### config.mk
export PLATFORM = sky130hd
export DESIGN_NAME = vof_formatter
export DESIGN_NICKNAME = d
export VERILOG_FILES = /design/src/hw/vof_formatter.v
export VERILOG_INCLUDE_DIRS = /design/src /design/src/include
export SDC_FILE = /design/constraint.sdc
export NUM_CORES = 1
export LEC_CHECK = 0
export ABC_AREA = 1
export BUFFER_PORTS_ARGS = -buffer_cell sky130_fd_sc_hd__buf_2
export CAP_MARGIN = 15
export CORE_AREA = 8 8 141 143
export CTS_CLUSTER_DIAMETER = 60
export CTS_CLUSTER_SIZE = 20
export DETAILED_ROUTE_END_ITERATION = 8
export DIE_AREA = 0 0 149 151
export GPL_ROUTABILITY_DRIVEN = 1
export PLACE_DENSITY_LB_ADDON = 0.2
export SYNTH_ARGS = -nofsm -noshare
export SYNTH_HDL_FRONTEND = slang
export SYNTH_SLANG_ARGS = --single-unit
export TNS_END_PERCENT = 100
### constraint.sdc
create_clock -name i_clk -period 2.5 [get_ports i_clk]
set_input_delay 0.25 -clock i_clk [delete_from_list [all_inputs] [get_ports i_clk]]
set_output_delay 0.25 -clock i_clk [all_outputs]
set_load 0.005 [all_outputs]
### src/include/vof_defs.vh
`ifndef VOF_DEFS_VH
`define VOF_DEFS_VH
// Register offsets of the processor configuration memory
`define VOF_REG_STD 12'h020
`define VOF_REG_DLY1 12'h10F
`define VOF_REG_DLY2 12'h11F
`define VOF_REG_VBIQ 12'h138
`define VOF_REG_TMODE 12'h140
`define VOF_REG_FMT 12'h150
`define VOF_REG_QSTART 12'h151
`define VOF_REG_QEND 12'h152
`define VOF_REG_POL 12'h153
`define VOF_REG_MUX 12'h154
`define VOF_REG_TRI 12'h0F2
// Field positions
`define VOF_FMT_LO 0
`define VOF_FMT_HI 1
`define VOF_FMT_SHUF 4
`define VOF_FMT_HALF 5
`define VOF_TM_PROGQ 2
`define VOF_VBIQ_EN 2
`define VOF_MUX_STAT 8
`define VOF_MUX_DBL 9
`define VOF_TRI_BIT 0
`define VOF_POL_H 0
`define VOF_POL_V 1
// Format codes
`define VOF_FMT_SEP 2'h0
`define VOF_FMT_EVT 2'h2
// Event codes
`define VOF_C_CR 8'hFE
`define VOF_C_CB 8'hFF
`define VOF_L_END 8'h01
`define VOF_L_START 8'h02
`define VOF_L_HACT 8'h03
`define VOF_L_HBLK 8'h04
`define VOF_L_VEVEN 8'h05
`define VOF_L_VODD 8'h06
// Data limits in event mode
`define VOF_LIM_LO 8'h02
`define VOF_LIM_HI 8'hFD
// Reset values
`define VOF_RST12 12'h000
`define VOF_RST8 8'h00
// Inactive phase of horizontal reference in pixel clocks
`define VOF_HINACT 10'd64
`endif

### src/hw/vof_formatter.v
// What this block does
// Format field 10 selects event-code stream
// Format 00 gives separate luma/chroma ports
// Event: chroma phase FE/FF then luma
// Luma 01 after last active pixel
// Luma 02 before first active pixel
// Horizontal edge inserts 03 active, 04 blank
// Vertical falling edge inserts 05 or 06
// Horizontal level low odd, high even
// Active codes and data only on active lines
// Host enables qualifier in blanking window
// Programmable qualifier start/end from registers
// Data delays readable per window
// Horizontal code deferred until after end code
// Limit data off 0, 1, 254, 255
// Shuffle swaps ports or luma/chroma order
// Normal mode 16-bit at pixel clock
// Double rate order Cb, Y, Cr, Y
// 8-bit uses first port; second static
// Tristate by pin or register
// Line leaves as one burst; drop by qualifier
// Doubled line-locked clock output
// Half clock gates every second pulse
// Horizontal inactive phase exactly 64 clocks
`timescale 1ns/10ps
`default_nettype none
`include "vof_defs.vh"
module vof_formatter #(
	parameter DW = 8
) (
	input wire i_clk,
	input wire i_rst,
	input wire i_link_clk,
	input wire [DW-1:0] i_luma,
	input wire [DW-1:0] i_chroma,
	input wire i_active,
	input wire i_line_active,
	input wire i_vbi_window,
	input wire i_horizontal_reference_in,
	input wire i_vref_in,
	input wire [11:0] i_hpos,
	input wire [11:0] i_dly1,
	input wire [11:0] i_dly2,
	input wire i_oe_n,
	input wire i_cfg_we,
	input wire [11:0] i_cfg_addr,
	input wire [11:0] i_cfg_wdata,
	output reg [11:0] o_cfg_rdata,
	output reg [DW-1:0] o_port_a,
	output wire o_port_a_oe,
	output reg [DW-1:0] o_port_b,
	output wire o_port_b_oe,
	output reg o_valid_video_qualifier,
	output reg o_horizontal_reference,
	output reg o_vertical_reference,
	output reg o_pixel_transfer_clock,
	output reg o_line_locked_double_clock
);
	////////////////////////////////////////////////////////////////
	reg [11:0] std_sel, vbiq, tmode, fmt, qstart, qend, pol, mux;
	reg [7:0] tri_ctl;
	always @(posedge i_clk) begin
		if (i_rst) begin
			std_sel <= `VOF_RST12;
			vbiq <= `VOF_RST12;
			tmode <= `VOF_RST12;
			fmt <= `VOF_RST12;
			qstart <= `VOF_RST12;
			qend <= `VOF_RST12;
			pol <= `VOF_RST12;
			mux <= `VOF_RST12;
			tri_ctl <= `VOF_RST8;
		end else if (i_cfg_we) begin
			if (i_cfg_addr == `VOF_REG_STD) std_sel <= i_cfg_wdata;
			else if (i_cfg_addr == `VOF_REG_VBIQ) vbiq <= i_cfg_wdata;
			else if (i_cfg_addr == `VOF_REG_TMODE) tmode <= i_cfg_wdata;
			else if (i_cfg_addr == `VOF_REG_FMT) fmt <= i_cfg_wdata;
			else if (i_cfg_addr == `VOF_REG_QSTART) qstart <= i_cfg_wdata;
			else if (i_cfg_addr == `VOF_REG_QEND) qend <= i_cfg_wdata;
			else if (i_cfg_addr == `VOF_REG_POL) pol <= i_cfg_wdata;
			else if (i_cfg_addr == `VOF_REG_MUX) mux <= i_cfg_wdata;
			else if (i_cfg_addr == `VOF_REG_TRI) tri_ctl <= i_cfg_wdata[7:0];
		end
	end
	// Read data registered; unmapped addresses read zero
	always @(posedge i_clk) begin
		if (i_rst) o_cfg_rdata <= `VOF_RST12;
		else if (i_cfg_addr == `VOF_REG_STD) o_cfg_rdata <= std_sel;
		else if (i_cfg_addr == `VOF_REG_DLY1) o_cfg_rdata <= i_dly1;
		else if (i_cfg_addr == `VOF_REG_DLY2) o_cfg_rdata <= i_dly2;
		else if (i_cfg_addr == `VOF_REG_VBIQ) o_cfg_rdata <= vbiq;
		else if (i_cfg_addr == `VOF_REG_TMODE) o_cfg_rdata <= tmode;
		else if (i_cfg_addr == `VOF_REG_FMT) o_cfg_rdata <= fmt;
		else if (i_cfg_addr == `VOF_REG_QSTART) o_cfg_rdata <= qstart;
		else if (i_cfg_addr == `VOF_REG_QEND) o_cfg_rdata <= qend;
		else if (i_cfg_addr == `VOF_REG_POL) o_cfg_rdata <= pol;
		else if (i_cfg_addr == `VOF_REG_MUX) o_cfg_rdata <= mux;
		else if (i_cfg_addr == `VOF_REG_TRI) o_cfg_rdata <= {4'h0, tri_ctl};
		else o_cfg_rdata <= `VOF_RST12;
	end
	////////////////////////////////////////////////////////////////
	// Link clock and output enable pin synchronisers
	reg lk_s1, lk_s2, lk_s3, oe_s1, oe_s2;
	always @(posedge i_clk) begin
		if (i_rst) begin
			lk_s1 <= 1'b0;
			lk_s2 <= 1'b0;
			lk_s3 <= 1'b0;
			oe_s1 <= 1'b1;
			oe_s2 <= 1'b1;
		end else begin
			lk_s1 <= i_link_clk;
			lk_s2 <= lk_s1;
			lk_s3 <= lk_s2;
			oe_s1 <= i_oe_n;
			oe_s2 <= oe_s1;
		end
	end
	// Doubled clock edge: each link clock edge is one transport slot
	wire slot = lk_s2 ^ lk_s3;
	wire pix_edge = lk_s2 & ~lk_s3;
	////////////////////////////////////////////////////////////////
	wire [1:0] fmt_sel = fmt[`VOF_FMT_HI:`VOF_FMT_LO];
	wire evt_mode = (fmt_sel == `VOF_FMT_EVT);
	wire sep_mode = (fmt_sel == `VOF_FMT_SEP);
	wire shuffle = fmt[`VOF_FMT_SHUF];
	wire half_clk = fmt[`VOF_FMT_HALF] & sep_mode;
	wire dbl = mux[`VOF_MUX_DBL] | evt_mode;
	wire prog_q = tmode[`VOF_TM_PROGQ];
	wire vbi_ok = ~i_vbi_window | vbiq[`VOF_VBIQ_EN];
	// Qualifier: programmable window or upstream valid flag
	wire q_prog = (i_hpos >= qstart) && (i_hpos < qend);
	wire q_raw = (prog_q ? q_prog : i_active) & i_line_active & vbi_ok;
	////////////////////////////////////////////////////////////////
	// Horizontal reference: inactive phase of fixed length
	reg [9:0] hcnt;
	reg h_int, h_d, v_d, q_d, half_ph, phase;
	always @(posedge i_clk) begin
		if (i_rst) begin
			hcnt <= 10'd0;
			h_int <= 1'b0;
			h_d <= 1'b0;
			v_d <= 1'b0;
			q_d <= 1'b0;
			half_ph <= 1'b0;
			phase <= 1'b0;
		end else if (pix_edge) begin
			if (h_int && !i_horizontal_reference_in) begin
				h_int <= 1'b0;
				hcnt <= 10'd0;
			end else if (!h_int) begin
				hcnt <= hcnt + 10'd1;
				if (hcnt == `VOF_HINACT - 10'd1) h_int <= 1'b1;
			end
			h_d <= h_int;
			v_d <= i_vref_in;
			q_d <= q_raw;
			half_ph <= ~half_ph;
			phase <= q_raw ? ~phase : 1'b0;
		end
	end
	wire h_rise = h_int & ~h_d;
	wire v_fall = v_d & ~i_vref_in;
	wire q_rise = q_raw & ~q_d;
	wire q_fall = ~q_raw & q_d;
	////////////////////////////////////////////////////////////////
	// Event sequencer: pending flags, end code beats deferred horizontal
	localparam S_DATA = 2'd0, S_CHR = 2'd1, S_LUM = 2'd2;
	reg [1:0] st;
	reg [7:0] ev_code;
	reg pend_h, pend_v, pend_s, pend_e, h_kind, v_kind;
	reg y_slot;
	always @(posedge i_clk) begin
		if (i_rst) begin
			st <= S_DATA;
			ev_code <= 8'h00;
			pend_h <= 1'b0;
			pend_v <= 1'b0;
			pend_s <= 1'b0;
			pend_e <= 1'b0;
			h_kind <= 1'b0;
			v_kind <= 1'b0;
			y_slot <= 1'b0;
		end else begin
			if (slot) begin
				y_slot <= ~y_slot;
				case (st)
				S_DATA: begin
					if (evt_mode && (pend_e || pend_s || pend_v || (pend_h && !q_raw))) begin
						st <= S_CHR;
					end
				end
				S_CHR: begin
					// Code is chosen here so it is ready when the luma slot goes out
					st <= S_LUM;
					if (pend_e) begin
						ev_code <= `VOF_L_END;
						pend_e <= 1'b0;
					end else if (pend_s) begin
						ev_code <= `VOF_L_START;
						pend_s <= 1'b0;
					end else if (pend_h && !q_raw) begin
						ev_code <= h_kind ? `VOF_L_HACT : `VOF_L_HBLK;
						pend_h <= 1'b0;
					end else if (pend_v) begin
						ev_code <= v_kind ? `VOF_L_VEVEN : `VOF_L_VODD;
						pend_v <= 1'b0;
					end
				end
				S_LUM: st <= S_DATA;
				default: st <= S_DATA;
				endcase
			end
			// Sets follow the clears so an event landing on its emit slot is kept
			if (pix_edge && h_rise) begin
				pend_h <= 1'b1;
				h_kind <= i_line_active;
			end
			if (pix_edge && v_fall) begin
				pend_v <= 1'b1;
				v_kind <= h_int;
			end
			if (pix_edge && q_rise) pend_s <= 1'b1;
			if (pix_edge && q_fall) pend_e <= 1'b1;
		end
	end
	////////////////////////////////////////////////////////////////
	// Limiting keeps reserved identification words out of data
	function [7:0] lim;
		input [7:0] d;
		begin
			if (d < `VOF_LIM_LO) lim = `VOF_LIM_LO;
			else if (d > `VOF_LIM_HI) lim = `VOF_LIM_HI;
			else lim = d;
		end
	endfunction
	wire [7:0] y_v = evt_mode ? lim(i_luma) : i_luma;
	wire [7:0] c_v = evt_mode ? lim(i_chroma) : i_chroma;
	wire y_first = shuffle;
	wire [7:0] mux8 = (y_slot ^ y_first) ? y_v : c_v;
	wire [7:0] chr_code = phase ? `VOF_C_CR : `VOF_C_CB;
	always @(posedge i_clk) begin
		if (i_rst) begin
			o_port_a <= 8'h00;
			o_port_b <= 8'h00;
			o_valid_video_qualifier <= 1'b0;
			o_horizontal_reference <= 1'b0;
			o_vertical_reference <= 1'b0;
			o_pixel_transfer_clock <= 1'b0;
			o_line_locked_double_clock <= 1'b0;
		end else begin
			o_line_locked_double_clock <= lk_s2;
			o_pixel_transfer_clock <= half_clk ? (lk_s2 & half_ph) : lk_s2;
			o_horizontal_reference <= h_int ^ pol[`VOF_POL_H];
			o_vertical_reference <= i_vref_in ^ pol[`VOF_POL_V];
			o_valid_video_qualifier <= q_raw;
			if (dbl) begin
				if (slot) begin
					if (st == S_CHR) o_port_a <= chr_code;
					else if (st == S_LUM) o_port_a <= ev_code;
					else o_port_a <= mux8;
				end
				o_port_b <= mux[`VOF_MUX_STAT] ? mux[7:0] : 8'h00;
			end else if (pix_edge) begin
				o_port_a <= shuffle ? c_v : y_v;
				o_port_b <= shuffle ? y_v : c_v;
			end
		end
	end
	wire tri_all = oe_s2 | tri_ctl[`VOF_TRI_BIT];
	assign o_port_a_oe = ~tri_all;
	assign o_port_b_oe = ~tri_all & (~dbl | mux[`VOF_MUX_STAT]);
endmodule
`default_nettype wire

==> impl_metrics.ini, run 1 <==
[sta]
drv_slew = 0
layout_min_cycle_time_ps = 2220
min_period_over_period_pct = 88.7
relSlewSlack_pct = 48.6
tns_ps = 0
tightest_slew_ps = 771
fin_ws_ps = 283
fmax_mhz = 451
skew_ps = 7.10
hold_violations = 0
setup_viol = 0

[synth]
synth.area.mux_share_pct = 0
ys_types = 42
syn_avg_cell_area_um2 = 7.02
synth_top_family_by_area = simple AND/OR/NAND/NOR gates
syn_nets = 1344
yosys_warnings = 0
synth_seq_area_share_pct = 39.1
syn_inst = 1233
synth-compound-area-share_pct = 22.9
synth_fa_ha_area_share_pct = 3.61
syn_area_mm2 = 0.00866
ys_seq_elements = 169
yosys.area_share.simple_pct = 23.9
synth_xor_area_share_pct = 0.101

[job]
cap_viol_max_count = 0

[placed_design]
placedCellCount = 1558
dp_hpwl_um = 19300
port_buffers = 120
finalWeightedCongestion = 0.913
post-place-ws_ps = 191
placed_area_mm2 = 0.00949

[setup_path]
ff2ff_setup_slack_ps = 280
crit_start = qstart[10]$_SDFFE_PP0P_
rr_worst_depth = 16
crit_top_cell = nand2_1
arrival_ps = 2530
slowest_delay_ps = 370
crit_slowest_cell = dfxtp_1
crit_path_end = ev_code[0]$_SDFFE_PP0P_
end_kind = flop
cp.required_ps = 2820
critical_path.top_delay_family = simple AND/OR/NAND/NOR gates
crit_buf_inv = 1
timing.rr.start = qstart[10]$_SDFFE_PP0P_
critical_path_class = flop to flop
crit_chain = inv_1 -> ha_1 -> nand2_1 -> nor2_1 -> and2_1 -> nand2_1 -> nand4_1 -> nand3_1 -> nand2_1 -> nand2_2 -> nand2_1 -> nand2_2 -> nand2_2 -> nand2_1 -> nand2_1 -> a21oi_1
reg2reg_to = ev_code[0]$_SDFFE_PP0P_
critPathMaxFanout = 7
crit_cells = 16
start_kind = flop

[final_layout]
regArea_mm2 = 0.00338
area_delta_synth_final_pct = 16.3
finalNetCount = 1460
antennaDiodeCount = 0
fill_cells = 1734
drive_above_1_share_pct = 16.5
mostFrequentLayoutCells = nand2_1 (201), a21oi_1 (169), dfxtp_1 (169)
stdcell_count = 1590
finalInstanceArea_mm2 = 0.0101
layout_commonest_cell = nand2_1
multi_input_area_mm2 = 0.00438

[power_and_ir_drop]
total_power_uw = 5710
cellPowerDensity_mw_per_mm2 = 567
p_leak_uw = 0.00434
peakVddDrop_mv = 0.444

[routing]
wl_per_cell_um = 16.0
drc = 0
drt_wl_total_um = 25500
drt_first_pass_iters = 6
drt-vias-per-instance = 5.35
drt-initial-drc-count = 779
final_antenna_net_count = 0
vias = 8501

[die]
die_area_mm2 = 0.0225
num_rows = 49
core_area_mm2 = 0.0177
die_h_um = 151
die_w_um = 149
io_pins = 121
start_util_pct = 49.0

[global_routing]
use_met2_pct = 33.6
top_usage_layer = met2
grt_max_degree = 82
antenna_found_initial = 0
grt_overflow = 0
use_met1_pct = 32.3
grt_pass1_wl_um = 40500
use_met3_pct = 4.63
grtUsageTotal_pct = 22.6
grt_pass1_vias = 7740

[clock_tree]
cts_root_buffer = clkbuf_16
worstSkewPairLatency_ps = 430
clockBufferDepth = 2
htree_levels = 4
cts_setup_buffers = 0
cts.clk_slew.worst_paths_ps = 70
cts_tree = done
cts_sinks = 169
cts_buffers = 17

[status]
outcome = finished, final reports clean

[min_path]
hp-class = input port to flop
[per-layer routing]
metal  part of all wire, %  routed length [um]
met1                    48               12300
met2                    43               10900
met3                   8.0                2050
met4                   1.3                 341
met5                     0                   0
[cells in the mapped netlist]
cell type | instances | area share [%]
nand2_1 | 204 | 8.8
a21oi_1 | 169 | 9.8
dfxtp_1 | 169 | 39
inv_1 | 158 | 6.9
o21ai_0 | 125 | 7.2
nor2_1 | 111 | 4.8
nand3_1 | 60 | 3.5
a211oi_1 | 27 | 2.3
clkbuf_1 | 27 | 1.2
ha_1 | 25 | 3.6
nor3_1 | 20 | 1.2
nand4_1 | 18 | 1.3
buf_2 | 15 | 0.87
o211ai_1 | 12 | 1.0
or2_2 | 9 | 0.65
inv_2 | 8 | 0.35
o21ai_1 | 8 | 0.46
buf_6 | 7 | 0.91
nor4_1 | 6 | 0.43
nor2_2 | 5 | 0.36
o22ai_1 | 5 | 0.36
a31oi_1 | 4 | 0.29
nor2_4 | 4 | 0.52
o21a_1 | 4 | 0.35
o21bai_1 | 4 | 0.35
a22oi_1 | 3 | 0.26
nand2_4 | 3 | 0.39
nor3_4 | 3 | 0.56
clkinv_1 | 2 | 0.087
nand2_2 | 2 | 0.14
nand3_2 | 2 | 0.23
nand3_4 | 2 | 0.40
nor2_8 | 2 | 0.46
o2111ai_1 | 2 | 0.20
a21oi_2 | 1 | 0.10
and2_1 | 1 | 0.072
buf_1 | 1 | 0.043
buf_4 | 1 | 0.087
inv_4 | 1 | 0.072
nand3b_1 | 1 | 0.087
o21ai_2 | 1 | 0.10
xnor2_1 | 1 | 0.10
[worst register-to-register path, delay by kind of cell, from the launching register on]
family                     cells  cell delay, ps
AOI/OAI and AO/OA              1              40
adders and majority gates      1             280
buffers and inverters          1              90
DFF                            1             370
and+or+nand+nor               13            1310
[logic make-up after synthesis]
| logic type | after synthesis |
|---|---|
| xor+xnor | 1 |
| fa+ha+maj | 25 |
| simple gates | 453 |
| compound gates | 365 |
| buf+inv | 220 |
| flops | 169 |
[through the flow]
step | hold slack, ps | utilization (%)
floorplan | 354 | -
global placement | 391 | 53.8
detailed placement | 397 | 53.8
CTS | 7.81 | 57.0
global route | 18.9 | 57.0
finish | 18.8 | 57.0
[how the worst min path moves through the flow]
stage,startpoint,to,slack (ps),cells after the start
floorplan,i_oe_n,oe_s1$_SDFF_PP1_,350,1
global placement,lk_s1$_SDFF_PP0_,lk_s2$_SDFF_PP0_,390,2
detailed placement,lk_s1$_SDFF_PP0_,lk_s2$_SDFF_PP0_,400,2
CTS,i_link_clk,lk_s1$_SDFF_PP0_,8,3
global route,i_link_clk,lk_s1$_SDFF_PP0_,20,3
finish,i_link_clk,lk_s1$_SDFF_PP0_,20,3
[timing repair]
item                       4_1_cts  5_1_grt
hold buffers                     1        0
setup endpoints to repair        0        3
gates resized for setup          0        3
hold endpoints to repair         1        0
[layout make-up]
class,count,share of cell area (%)
repair buffers,148,8.20
flip-flops and latches,169,33.6
inverters,169,6.33
well taps,229,2.85
clock inverters,12,1.16
multi-input cells,844,43.5
clock buffers,19,4.40
[registers in the layout (all words and copies together), names as in the netlist, 12 cells and up]
name         cells
fmt             12
mux             12
o_cfg_rdata     12
pol             12
qend            12
qstart          12
std_sel         12
tmode           12
vbiq            12
[report_power, final]
group	switching, uW	internal, uW	total [uW]
logic	281	151	431
clock network	1140	1410	2550
registers	12.3	2720	2730
total	1440	4270	5710
(Power assumes the default switching activity.)
==> run 2, diff against run 1 <==
==> constraint.sdc (replaced) <==
create_clock -name i_clk -period 2.5 [get_ports i_clk]
set_input_delay 0.75 -clock i_clk [delete_from_list [all_inputs] [get_ports i_clk]]
set_output_delay 0.75 -clock i_clk [all_outputs]
set_load 0.005 [all_outputs]
==> run 2 against run 1 <==
- global-route usage grew 0.14 points
- via count increased by 0.59%
- sequential power about the same
- combinational power up 2%
- hold slack improved by 390 ps
- sequential share of layout area shrank 1.2 points
==> impl_metrics.ini, run 2 (synthesis results as in run 1) <==
[global_routing]
grt_max_degree = 82
grt_pass1_wl_um = 40700
grt_pass1_vias = 7741
antenna_found_initial = 0
grt_overflow = 0
grtUsageTotal_pct = 22.7

[final_layout]
finalNetCount = 1496
layout_commonest_cell = nand2_1
final_core_util_pct = 59.2
area_delta_synth_final_pct = 20.8
antennaDiodeCount = 0
stdcell_count = 1627
mostFrequentLayoutCells = nand2_1 (204), a21oi_1 (169), dfxtp_1 (169)
drive_above_1_share_pct = 18.6
finalInstanceArea_mm2 = 0.0105

[sta]
skew_ps = 7.73
relSlewSlack_pct = 65.0
tightest_slew_ps = 521
drv_slew = 0
min_period_over_period_pct = 91.3
fmax_mhz = 438
hold_ws_ps = 409
hold_violations = 0
setup_viol = 0
layout_min_cycle_time_ps = 2280
rsz0062_at_grt = false

[clock_tree]
cts.clk_slew.worst_paths_ps = 70
worstSkewPairLatency_ps = 430
cts_sinks = 169
htree_levels = 4
cts_setup_buffers = 0
holdBufCountCts = 0
clockBufferDepth = 2
cts_tree = done
cts_buffers = 17
cts_root_buffer = clkbuf_16
post_cts_resized = 0

[routing]
dr_wl_met3_um = 1930
drt-initial-drc-count = 723
drt_first_pass_iters = 6
vias = 8551
wl_per_cell_um = 15.7
drc = 0
met2WireLength_um = 10900
drt-vias-per-instance = 5.26
final_antenna_net_count = 0
drt_wl_total_um = 25500
maxUsedRoutingLayer = met4
drt-met1-wl_um = 12300

[power_and_ir_drop]
p_seq_share_pct = 46.8
pwr-share-comb_pct = 7.5
total_power_uw = 5820
clockPowerShare_pct = 45.7
cell_internal_pwr_uw = 4300
p_leak_uw = 0.00457
sw_frac_of_total_pct = 26.1
p_sw_uw = 1520
peakVddDrop_mv = 0.508
cellPowerDensity_mw_per_mm2 = 557

[job]
cap_viol_max_count = 0

[setup_path]
critPathMaxFanout = 7
arrival_ps = 1530
cp.required_ps = 1750
start_kind = flop
critical_path_class = flop to output port
end_kind = output port
ff2ff_setup_slack_ps = 340

[min_path]
hp-class = flop to flop

[die]
core_area_mm2 = 0.0177
die_area_mm2 = 0.0225
die_h_um = 151
io_pins = 121
die_w_um = 149
start_util_pct = 49.0
num_rows = 49

[status]
outcome = finished, final reports clean

[placed_design]
port_buffers = 120
placed_area_mm2 = 0.00986
placedCellCount = 1595
finalWeightedCongestion = 0.892
dp_hpwl_um = 19700
-- run 2: cell types whose count changed in the layout (fill, tap and decap cells not counted), sizes merged --
| cell | delta |
|---|---|
| dlygate4sd3 | -1 |
| clkinvlp | -2 |
| buf | +37 |
| inv | +6 |
| clkinv | -1 |
| clkbuf | -2 |
-- run 2: final cells by class --
class                           count  area, um^2
Clock buffer                       17         425
Clock inverter                     15         170
Fill cell                        1670        7200
Inverter                          169         637
Multi-Input combinational cell    844        4370
Sequential cell                   169        3380
Tap cell                          229         287
Timing Repair Buffer              184        1180
-- run 2: metrics by stage --
step                      worst slack (ps)  TNS [ps]
after CTS                              215         0
after floorplan                        246         0
final                                  218         0
after global placement                -104      -303
after detailed placement              -116     -1040
after global routing                  95.7         0
-- run 2: worst max-delay path, cell delays in order (launching register included) --
cell and delay [ps]:
dfxtp_1 310, inv_1 90, nor2_1 70, nor2_1 370, o21a_1 160, buf_2 110
-- run 2: path summary, 6_finish.rpt --
path,from,to,cells past startpoint
worst max register to register,qend[5]$_SDFFE_PP0P_,ev_code[0]$_SDFFE_PP0P_,18
worst min register to register,lk_s1$_SDFF_PP0_,lk_s2$_SDFF_PP0_,2
worst min-delay path,lk_s1$_SDFF_PP0_,lk_s2$_SDFF_PP0_,2
worst max-delay path,fmt[1]$_SDFFE_PP0P_,o_port_b_oe,5
-- run 2: routing by layer --
layer	vias to the layer above	global-route usage, %
met5	-	0
met4	0	5.60
met3	25	4.27
met2	269	34.2
met1	3829	32.7
li1	4428	-
-- run 2: power groups by stage --
stage | clock [uW] | combinational, uW | sequential [uW]
5_1_grt | 2820 | 488 | 2730
3_3_place_gp | 0 | 431 | 2790
2_1_floorplan | 0 | 227 | 2790
6_report | 2660 | 438 | 2730
3_5_place_dp | 0 | 434 | 2790
4_1_cts | 2700 | 436 | 2730
